[src/adc_filter_regs.svh]
`ifndef ADC_FILTER_REGS_SVH
`define ADC_FILTER_REGS_SVH

// Register byte offsets on the plain register port
`define FLT_CTRL_BASE    8'h00
`define FLT_CTRL_STRIDE  8'h04
`define CONV_TIMING_OFS  8'h20
`define CONV_RESULT_OFS  8'h24
`define FILT_CONFIG_OFS  8'h28
`define IRQ_STATUS_OFS   8'h2c
`define IRQ_MASK_OFS     8'h30

// Filter control register fields
`define FLT_EN_BIT       31
`define FLT_D16_BIT      30
`define FLT_MODE_BIT     29
`define FLT_RATIO_HI     28
`define FLT_RATIO_LO     26
`define FLT_IRQEN_BIT    25
`define FLT_RDY_BIT      24
`define FLT_CHAN_HI      20
`define FLT_CHAN_LO      16
`define FLT_RES_HI       15
`define FLT_RES_LO       0

// Converter timing register fields
`define TIM_EIS_HI       28
`define TIM_EIS_LO       26
`define TIM_RES_HI       25
`define TIM_RES_LO       24
`define TIM_DIV_HI       22
`define TIM_DIV_LO       16
`define TIM_SAMC_HI      9
`define TIM_SAMC_LO      0
`define TIM_RESET        32'h0300_0000

// Config register: fractional output format
`define CFG_FRACTIONAL_FORMAT_SELECT_BIT    0

// Interrupt status layout
`define IRQ_EARLY_BIT    6
`define IRQ_DONE_BIT     7
`define IRQ_WIDTH        8

// Timing counts in converter clocks
`define SAMPLE_EXTRA     11'h002
`define CONV_EXTRA       5'h02

`endif

[src/adc_filter_pkg.sv]
package adc_filter_pkg;

    typedef struct packed {
        logic       enable;
        logic       full_width;
        logic       mode_avg;
        logic [2:0] ratio;
        logic       irq_en;
        logic [4:0] channel;
    } filter_cfg_s;

    typedef struct packed {
        logic [4:0]  channel;
        logic [11:0] data;
    } sample_s;

    typedef struct packed {
        logic [3:0] log2n;
        logic [3:0] shift;
    } ratio_s;

    typedef enum logic [2:0] {
        CONV_IDLE    = 3'b001,
        CONV_SAMPLE  = 3'b010,
        CONV_CONVERT = 3'b100
    } conv_state_e;

    // Sample count (as a power of two) and output shift per mode and code
    function automatic ratio_s ratio_decode(input logic avg, input logic [2:0] code);
        ratio_s r;
        r = '{log2n: 4'h1, shift: 4'h0};
        if (avg) begin
            r.log2n = {1'b0, code} + 4'h1;
            r.shift = {1'b0, code} + 4'h1;
        end else if (code[2]) begin
            r.log2n = {1'b0, code[1:0], 1'b0} + 4'h1;
            r.shift = {2'b00, code[1:0]};
        end else begin
            r.log2n = {1'b0, code[1:0], 1'b0} + 4'h2;
            r.shift = {2'b00, code[1:0]} + 4'h1;
        end
        return r;
    endfunction

endpackage

[src/adc_filter_unit.sv]
`timescale 1ns/1ps
`include "adc_filter_regs.svh"

module adc_filter_unit (
    input  wire logic                       clk,
    input  wire logic                       rst,
    input  wire adc_filter_pkg::filter_cfg_s cfg,
    input  wire logic                       fractional_format_select,
    input  wire logic                       smp_valid,
    input  wire adc_filter_pkg::sample_s    smp,
    input  wire logic                       rd_clear,
    output logic [15:0]                     result,
    output logic                            ready
);
    import adc_filter_pkg::*;

    logic [19:0] acc_reg;
    logic [8:0]  cnt_reg;
    logic [15:0] result_reg;
    logic        ready_reg;

    // Decode of count and shift, and the sum including this sample
    wire ratio_s      rat      = ratio_decode(cfg.mode_avg, cfg.ratio);
    wire              take     = cfg.enable && smp_valid && smp.channel == cfg.channel;
    wire logic [19:0] sum      = acc_reg + {8'h00, smp.data};
    wire logic [8:0]  last_cnt = (9'h001 << rat.log2n) - 9'h001;
    wire              finish   = take && cnt_reg == last_cnt;

    // Oversampling: shifted sum, 16 bits wide
    wire logic [19:0] ovr_full = sum >> rat.shift;
    // Averaging: plain mean, or fraction with 12 or 16 significant bits
    wire logic [23:0] avg_wide = {sum, 4'h0} >> rat.log2n;
    wire logic [19:0] avg_int  = sum >> rat.log2n;
    wire logic [15:0] avg_res  = !fractional_format_select ? {4'h0, avg_int[11:0]} :
                                 cfg.full_width ? avg_wide[15:0] :
                                 {avg_wide[15:4], 4'h0};
    wire logic [15:0] out_val  = cfg.mode_avg ? avg_res : ovr_full[15:0];

    // Accumulate; restart after each result; disable drops the sum and count
    always_ff @(posedge clk) begin
        if (rst || !cfg.enable) begin
            acc_reg <= 20'h00000;
            cnt_reg <= 9'h000;
        end else if (finish) begin
            acc_reg <= 20'h00000;
            cnt_reg <= 9'h000;
        end else if (take) begin
            acc_reg <= sum;
            cnt_reg <= cnt_reg + 9'h001;
        end
    end

    // Result and ready; a new result wins over a read that clears
    always_ff @(posedge clk) begin
        if (rst) begin
            result_reg <= 16'h0000;
            ready_reg  <= 1'b0;
        end else if (!cfg.enable) begin
            ready_reg  <= 1'b0;
        end else if (finish) begin
            result_reg <= out_val;
            ready_reg  <= 1'b1;
        end else if (rd_clear) begin
            ready_reg  <= 1'b0;
        end
    end

    assign result = result_reg;
    assign ready  = ready_reg;

endmodule

[src/adc_filter_timing.sv]
// Chosen here: the strobed register port and the address map.
`timescale 1ns/1ps
`include "adc_filter_regs.svh"

// How it works
// - Six filters, each with enable, mode, ratio, channel, irq enable, flag, result.
// - Enable runs a filter; clearing it stops filtering and clears its ready flag.
// - Mode one averages; mode zero, the reset default, oversamples by sum and shift.
// - Fractional averaging: full-width bit gives 16 bits, else 12 bits and four zeros.
// - Oversampling codes 100..111 sum 2,8,32,128 samples, shift 0..3, fixed-point.
// - Oversampling codes 000..011 sum 4,16,64,256 samples, shift 1..4, integer.
// - Averaging codes 000..111 average 2 up to 256 samples.
// - Filter interrupt request follows its ready flag only when irq enable set.
// - Early data-ready comes code+1 converter clocks before conversion end, except code 111 at 6-bit resolution, where it never comes.
// - Resolution select 11,10,01,00 gives 12,10,8,6 bits; reset picks 12.
// - Converter clock period is twice the divisor code in control clocks, and one control clock for code zero.
module adc_filter_timing (
    input  wire logic                    clk,
    input  wire logic                    rst,
    input  wire logic [7:0]              addr,
    input  wire logic [31:0]             wdata,
    input  wire logic                    wr,
    input  wire logic                    rd,
    output logic [31:0]                  rdata,
    input  wire logic                    conv_start,
    input  wire logic                    sample_valid,
    input  wire adc_filter_pkg::sample_s sample_in,
    output logic                         sampling,
    output logic                         converting,
    output logic                         tad_tick,
    output logic                         early_ready,
    output logic                         conv_done,
    output logic                         irq
);
    import adc_filter_pkg::*;

    localparam int NFLT = 6;

    // Filter address match, used by the write and read paths
    function automatic logic flt_hit(input logic [7:0] a, input int idx);
        return a == `FLT_CTRL_BASE + 8'(idx) * `FLT_CTRL_STRIDE;
    endfunction

    filter_cfg_s           cfg_reg [NFLT];
    logic [31:0]           timing_reg;
    logic [11:0]           result_reg;
    logic                  fractional_format_select_reg;
    logic [`IRQ_WIDTH-1:0] status_reg;
    logic [`IRQ_WIDTH-1:0] mask_reg;
    logic [`IRQ_WIDTH-1:0] status_next;
    logic [31:0]           rdata_reg;
    logic [31:0]           rdata_next;
    logic [NFLT-1:0]       req_prev_reg;

    logic [15:0]     flt_result [NFLT];
    logic [NFLT-1:0] flt_ready;
    logic [NFLT-1:0] flt_req;
    logic [NFLT-1:0] flt_rd;

    // Field views of the timing register
    wire logic [2:0] eis  = timing_reg[`TIM_EIS_HI:`TIM_EIS_LO];
    wire logic [1:0] res  = timing_reg[`TIM_RES_HI:`TIM_RES_LO];
    wire logic [6:0] div  = timing_reg[`TIM_DIV_HI:`TIM_DIV_LO];
    wire logic [9:0] samc = timing_reg[`TIM_SAMC_HI:`TIM_SAMC_LO];

    // Resolution masks the unused low bits without shifting the result
    wire logic [11:0] res_mask = res == 2'b11 ? 12'hfff :
                                 res == 2'b10 ? 12'hffc :
                                 res == 2'b01 ? 12'hff0 : 12'hfc0;
    wire sample_s     masked   = '{channel: sample_in.channel,
                                   data: sample_in.data & res_mask};

    // Six filter instances sharing one sample stream
    genvar gi;
    generate
        for (gi = 0; gi < NFLT; gi++) begin : g_flt
            assign flt_rd[gi]  = rd && flt_hit(addr, gi);
            assign flt_req[gi] = flt_ready[gi] && cfg_reg[gi].irq_en;
            adc_filter_unit u_flt (
                .clk       (clk),
                .rst       (rst),
                .cfg       (cfg_reg[gi]),
                .fractional_format_select     (fractional_format_select_reg),
                .smp_valid (sample_valid),
                .smp       (masked),
                .rd_clear  (flt_rd[gi]),
                .result    (flt_result[gi]),
                .ready     (flt_ready[gi])
            );
        end
    endgenerate

    // Converter sequencer: sample phase, then conversion phase
    conv_state_e state_reg;
    conv_state_e state_next;
    logic [7:0]  tq_cnt_reg;
    logic [10:0] sam_cnt_reg;
    logic [4:0]  remain_reg;

    // Divisor zero passes the control clock straight through
    wire logic [7:0] tq_last  = div == 7'h00 ? 8'h00 : {div, 1'b0} - 8'h01;
    wire logic       tick     = state_reg != CONV_IDLE && tq_cnt_reg == tq_last;
    wire logic [4:0] conv_len = {2'b00, res, 1'b0} + 5'h06 + `CONV_EXTRA;
    wire logic [4:0] lead     = {2'b00, eis} + 5'h01;
    wire logic       sam_end  = state_reg == CONV_SAMPLE && tick && sam_cnt_reg == 11'h001;
    wire logic       conv_end = state_reg == CONV_CONVERT && tick && remain_reg == 5'h01;
    // Fires on the tick that leaves lead ticks to go; a lead too large for the
    // resolution never fires, so software keeps the code legal
    wire logic       early    = state_reg == CONV_CONVERT && tick &&
                                remain_reg == lead + 5'h01;

    always_comb begin
        state_next = state_reg;
        case (state_reg)
            CONV_IDLE:    if (conv_start) state_next = CONV_SAMPLE;
            CONV_SAMPLE:  if (sam_end) state_next = CONV_CONVERT;
            CONV_CONVERT: if (conv_end) state_next = CONV_IDLE;
            default:      state_next = CONV_IDLE;
        endcase
    end

    always_ff @(posedge clk) begin
        if (rst) begin
            state_reg <= CONV_IDLE;
        end else begin
            state_reg <= state_next;
        end
    end

    // Control clock prescaler, restarted at each conversion
    always_ff @(posedge clk) begin
        if (rst || state_reg == CONV_IDLE || tick) begin
            tq_cnt_reg <= 8'h00;
        end else begin
            tq_cnt_reg <= tq_cnt_reg + 8'h01;
        end
    end

    // Sampling and conversion lengths in converter clocks
    always_ff @(posedge clk) begin
        if (rst) begin
            sam_cnt_reg <= 11'h000;
            remain_reg  <= 5'h00;
        end else if (state_reg == CONV_IDLE && conv_start) begin
            sam_cnt_reg <= {1'b0, samc} + `SAMPLE_EXTRA;
        end else if (sam_end) begin
            remain_reg  <= conv_len;
        end else if (tick && state_reg == CONV_SAMPLE) begin
            sam_cnt_reg <= sam_cnt_reg - 11'h001;
        end else if (tick && state_reg == CONV_CONVERT) begin
            remain_reg  <= remain_reg - 5'h01;
        end
    end

    assign sampling    = state_reg == CONV_SAMPLE;
    assign converting  = state_reg == CONV_CONVERT;
    assign tad_tick    = tick;
    assign early_ready = early;
    assign conv_done   = conv_end;

    // Sticky status: a new event wins over a write-one clear
    always_comb begin
        status_next = status_reg;
        if (wr && addr == `IRQ_STATUS_OFS) begin
            status_next = status_reg & ~wdata[`IRQ_WIDTH-1:0];
        end
        status_next[NFLT-1:0]      = status_next[NFLT-1:0] | (flt_req & ~req_prev_reg);
        status_next[`IRQ_EARLY_BIT] = status_next[`IRQ_EARLY_BIT] | early;
        status_next[`IRQ_DONE_BIT]  = status_next[`IRQ_DONE_BIT] | conv_end;
    end

    // Register writes and interrupt bookkeeping
    always_ff @(posedge clk) begin
        if (rst) begin
            for (int i = 0; i < NFLT; i++) cfg_reg[i] <= '0;
            timing_reg   <= `TIM_RESET;
            fractional_format_select_reg    <= 1'b0;
            mask_reg     <= '0;
            status_reg   <= '0;
            req_prev_reg <= '0;
        end else begin
            for (int i = 0; i < NFLT; i++) begin
                if (wr && flt_hit(addr, i)) begin
                    cfg_reg[i] <= '{enable:     wdata[`FLT_EN_BIT],
                                    full_width: wdata[`FLT_D16_BIT],
                                    mode_avg:   wdata[`FLT_MODE_BIT],
                                    ratio:      wdata[`FLT_RATIO_HI:`FLT_RATIO_LO],
                                    irq_en:     wdata[`FLT_IRQEN_BIT],
                                    channel:    wdata[`FLT_CHAN_HI:`FLT_CHAN_LO]};
                end
            end
            if (wr && addr == `CONV_TIMING_OFS) begin
                timing_reg <= {3'b000, wdata[28:24], 1'b0, wdata[22:16], 6'h00, wdata[9:0]};
            end
            if (wr && addr == `FILT_CONFIG_OFS) fractional_format_select_reg <= wdata[`CFG_FRACTIONAL_FORMAT_SELECT_BIT];
            if (wr && addr == `IRQ_MASK_OFS) mask_reg <= wdata[`IRQ_WIDTH-1:0];
            status_reg   <= status_next;
            req_prev_reg <= flt_req;
        end
    end

    // Latest aligned conversion result
    always_ff @(posedge clk) begin
        if (rst) begin
            result_reg <= 12'h000;
        end else if (sample_valid) begin
            result_reg <= masked.data;
        end
    end

    // Read mux; unmapped addresses read zero
    always_comb begin
        rdata_next = 32'h0000_0000;
        for (int i = 0; i < NFLT; i++) begin
            if (flt_hit(addr, i)) begin
                rdata_next = {cfg_reg[i].enable, cfg_reg[i].full_width, cfg_reg[i].mode_avg,
                              cfg_reg[i].ratio, cfg_reg[i].irq_en, flt_ready[i],
                              3'b000, cfg_reg[i].channel, flt_result[i]};
            end
        end
        case (addr)
            `CONV_TIMING_OFS: rdata_next = timing_reg;
            `CONV_RESULT_OFS: rdata_next = {20'h00000, result_reg};
            `FILT_CONFIG_OFS: rdata_next = {31'h0000_0000, fractional_format_select_reg};
            `IRQ_STATUS_OFS:  rdata_next = {24'h000000, status_reg};
            `IRQ_MASK_OFS:    rdata_next = {24'h000000, mask_reg};
            default:          rdata_next = rdata_next;
        endcase
    end

    // Read data stands only in the cycle after the strobe
    always_ff @(posedge clk) begin
        if (rst || !rd) begin
            rdata_reg <= 32'h0000_0000;
        end else begin
            rdata_reg <= rdata_next;
        end
    end

    assign rdata = rdata_reg;
    assign irq   = |(status_reg & mask_reg);

endmodule

[config.mk]
export PLATFORM = sky130hd
export DESIGN_NAME = adc_filter_timing
export DESIGN_NICKNAME = d
export VERILOG_FILES = /design/src/adc_filter_pkg.sv /design/src/adc_filter_unit.sv /design/src/adc_filter_timing.sv
export VERILOG_INCLUDE_DIRS = /design/src
export SDC_FILE = /design/constraint.sdc
export NUM_CORES = 2
export LEC_CHECK = 0
export BUFFER_PORTS_ARGS = -buffer_cell sky130_fd_sc_hd__buf_2
export CAP_MARGIN = 20
export CORE_MARGIN = 5
export CORE_UTILIZATION = 30
export DETAILED_ROUTE_END_ITERATION = 6
export PLACE_DENSITY = 0.41
export SYNTH_ARGS = -nofsm -noshare
export SYNTH_HDL_FRONTEND = slang
export SYNTH_HIERARCHICAL = 1
export SYNTH_SLANG_ARGS = --single-unit
[constraint.sdc]
create_clock -name clk -period 5.8 [get_ports clk]
set_clock_uncertainty 0.05 [all_clocks]
set_input_delay 0 -clock clk [delete_from_list [all_inputs] [get_ports clk]]
set_output_delay 0 -clock clk [all_outputs]
set_load 0.03 [all_outputs]
==> run_results.csv <==
group,metric,value,unit
power_and_ir_drop,p_clk_frac,0.412,
sta,worst_slew_pin_slew,1.148,ns
drt,drcViolationCount,2,
run_status,status,"complete, but fails checks",
clock_tree,clkLatencyLatePin,0.70,ns
worst_setup_path,reg2reg_depth,14,
die,dieWidth,372.3,um
worst_setup_path,critPathArrivalTime,5.51,ns
die,start_util,0.3008,
global_routing,grt_pass1_vias,37480,
final_layout,layoutNonFillerInstCount,6929,
global_routing,antenna_found_initial,21,
drt,drt-wirelength-per-cell,24.23,um
die,core-area,131000,um2
final_layout,final_cell_area,44140,um2
sta,rsz0062_at_grt,"no",
clock_tree,clk_path_buf_depth,3,
clock_tree,htreeDepth,2,
power_and_ir_drop,ir_worst_vdd,0.2421,mV
power_and_ir_drop,p_int,6353,uW
flow_run,max_cap_viol_count,0,
clock_tree,clock-root-buffer,"clkbuf_16",
yosys,synth_area,39390,um2
power_and_ir_drop,pwr-share-comb,0.238,
final_layout,area_growth,12.06,%
sta,setup_viol,0,
sta,drv_slew,0,
yosys,ys_warn_count,6,
die,io_pins,101,
clock_tree,cts.clk_slew.worst_paths,0.06,ns
final_layout,final_common_cell,"nor2_1",
power_and_ir_drop,power.total,9601,uW
sta,finalHoldViolations,0,
drt,routed_via_density,5.791,
yosys,syn_nets,5295,
yosys,synthArstFlopShare,0,
final_layout,nFillCells,14000,
drt,num_vias,40120,
final_layout,drive_gt1_frac,0.1141,
global_routing,groute.usage.overall,0.2330,
sta,fin_crit_sh,0.8669,
power_and_ir_drop,p_leak,0.01581,uW
clock_tree,cts_inserted_buffers,60,
worst_hold_path,worstHoldPathType,"in -> reg",
final_layout,final_cell_mix,"nor2_1 (655), nand2_1 (554), dfxtp_1 (390)",
place,place_inst,6764,
yosys,post_synth_inst_count,5121,
power_and_ir_drop,swShare,0.3383,
final_layout,multiInputGateArea,27490,um2
clock_tree,cts_hold_buf,48,
worst_hold_path,holdPathEnd,"result_reg[2]",
yosys,ys_types,138,
place,hpwl,125.1,mm
die,die_area,138600,um2
run_status,violations,"design-rule violations",
global_routing,grt_overflow,0,
drt,drt-total-wl,167.9,mm
drt,drt_pre_antenna_iters,7,
final_layout,final_nets,5295,
worst_setup_path,startpoint,"timing_reg[24]",
drt,detail-route-antenna-nets,0,
power_and_ir_drop,power_density,217.5,nW/um2
clock_tree,postCtsSetupBuffers,0,
yosys,syn_area_per_cell,7.691,um2
final_layout,regArea,9991,um2
yosys,yosys_register_bits,463,
power_and_ir_drop,switchingPower,3248,uW
global_routing,grt_pass1_wl,249.8,mm
sta,fin_crit,5.028,ns
yosys,seq_area_frac_synth,0.2536,
yosys,synth_edf_count,72,
final_layout,final_core_util,0.3370,
worst_setup_path,rr_startpoint,"timing_reg[24]",
worst_setup_path,critical_path_class,"reg -> reg",
worst_setup_path,cp_max_fo,9,
yosys,ys.flop_type,"dfxtp_1",
worst_setup_path,worstPathRequired,6.28,ns
worst_setup_path,regToRegSetupSlack,0.77,ns
clock_tree,cts_sinks,463,
worst_setup_path,cp-start-kind,"flip-flop",
drt,dr.first_iter.drc_count,4137,
power_and_ir_drop,seqPwrFrac,0.350,
die,rows,133,
sta,relSlewSlack,0.2328,
clock_tree,cts_tree,"yes",
sta,max_clock_freq,0.1989,GHz
place,placed_area,41560,um2
worst_setup_path,critPathCaptureType,"flip-flop",
die,die_h,372.3,um
place,port_buffers,92,
clock_tree,post_cts_resized,0,
final_layout,largest_reg_flops,120,
global_routing,grt_max_degree,48,
worst_hold_path,whs_path_depth,5,
place,gp_congestion,0.8942,
worst_setup_path,r2r_end,"g_flt[3].u_flt/result[15]",
worst_hold_path,min_from,"sample_in[2]",
sta,tns,0,ns
[through the flow]
stage / setup slack (ns) / hold slack [ns]
after global placement: 0.9797 / 0.1939
after detailed placement: 0.8902 / 0.1851
after CTS: 0.8426 / 0.01329
final: 0.7719 / 0.05046
after global routing: 0.4570 / 0.03414
after floorplan: 1.939 / 0.07415
[how the worst max path moves through the flow]
stage | cells after the start | slack (ns) | endpoint
final | 14 | 0.77 | g_flt[3].u_flt/result[15]
after global routing | 14 | 0.46 | g_flt[5].u_flt/result[12]
after CTS | 14 | 0.84 | g_flt[3].u_flt/result[15]
after detailed placement | 14 | 0.89 | g_flt[5].u_flt/result[12]
after global placement | 14 | 0.98 | g_flt[5].u_flt/result[12]
after floorplan | 18 | 1.94 | g_flt[5].u_flt/result[6]
[power by group through the flow]
stage               registers, uW  clock network (uW)  logic [uW]
global route                 3360                4190        2460
finish                       3360                3950        2290
detailed placement           3430                   0        2220
floorplan                    3400                   0        1530
global placement             3430                   0        2230
CTS                          3360                4100        2250
[cell type report]
class                           instances  area share
Multi-Input combinational cell       4223      0.6229
Inverter                               92    0.007937
Clock inverter                         28    0.006491
Sequential cell                       463      0.2264
Clock buffer                           84     0.03997
Antenna cell                            3   0.0001701
Timing Repair Buffer                  281     0.04643
Tap cell                             1755     0.04975
[cell families after synthesis]
family / count (synthesis) / synth area share
flip-flops: 463 / 0.2536
AND/OR/NAND/NOR: 2012 / 0.2405
AO/OA/AOI/OAI: 1579 / 0.2861
buffers and inverters: 435 / 0.05114
adder cells (fa/ha/maj): 111 / 0.03640
multiplexers: 237 / 0.06785
XOR/XNOR: 283 / 0.06426
other: 1 / 0.00009521
[per-layer routing]
metal / part of all wire / routed length, um / global-route usage / vias up
met5: 0.00027 / 46 / 0 / -
li1: - / - / - / 19100
met1: 0.48 / 79900 / 0.3400 / 19500
met2: 0.44 / 73400 / 0.3638 / 1342
met3: 0.060 / 10100 / 0.03058 / 184
met4: 0.026 / 4414 / 0.05453 / 6
[critical path, cell delays in order, from the launching register on]
cell and delay [ns]:
dfxtp_1 0.39, and3_1 0.39, buf_4 0.32, ha_1 0.26
fa_1 0.46, a211oi_2 0.37, o21ai_2 0.23, a31o_2 0.31
xnor2_2 0.50, mux2i_1 0.21, o22ai_1 0.25, o32a_1 0.18
o21ai_0 0.15, a2111oi_0 0.68, nor3_1 0.09
[cells in the mapped netlist, drive strengths merged (72+ instances only)]
| library cell | n | area [um2] |
|---|---|---|
| inv | 84 | 315.3 |
| a211oi | 125 | 1034 |
| xor2 | 133 | 1172 |
| nor3 | 167 | 845.8 |
| nor2 | 668 | 2540 |
| a22oi | 74 | 560.5 |
| xnor2 | 150 | 1359 |
| o21ai | 277 | 1484 |
| o211ai | 86 | 665.6 |
| nand3 | 102 | 515.5 |
| ha | 105 | 1314 |
| nand4 | 92 | 575.6 |
| edfxtp | 72 | 2162 |
| dfxtp | 391 | 7828 |
| and2 | 118 | 743.2 |
| buf | 141 | 898.4 |
| nand2 | 560 | 2122 |
| a21oi | 403 | 2073 |
| clkbuf | 202 | 765.7 |
| mux2i | 174 | 1742 |
No activity file was read; power rests on OpenSTA's default activity.
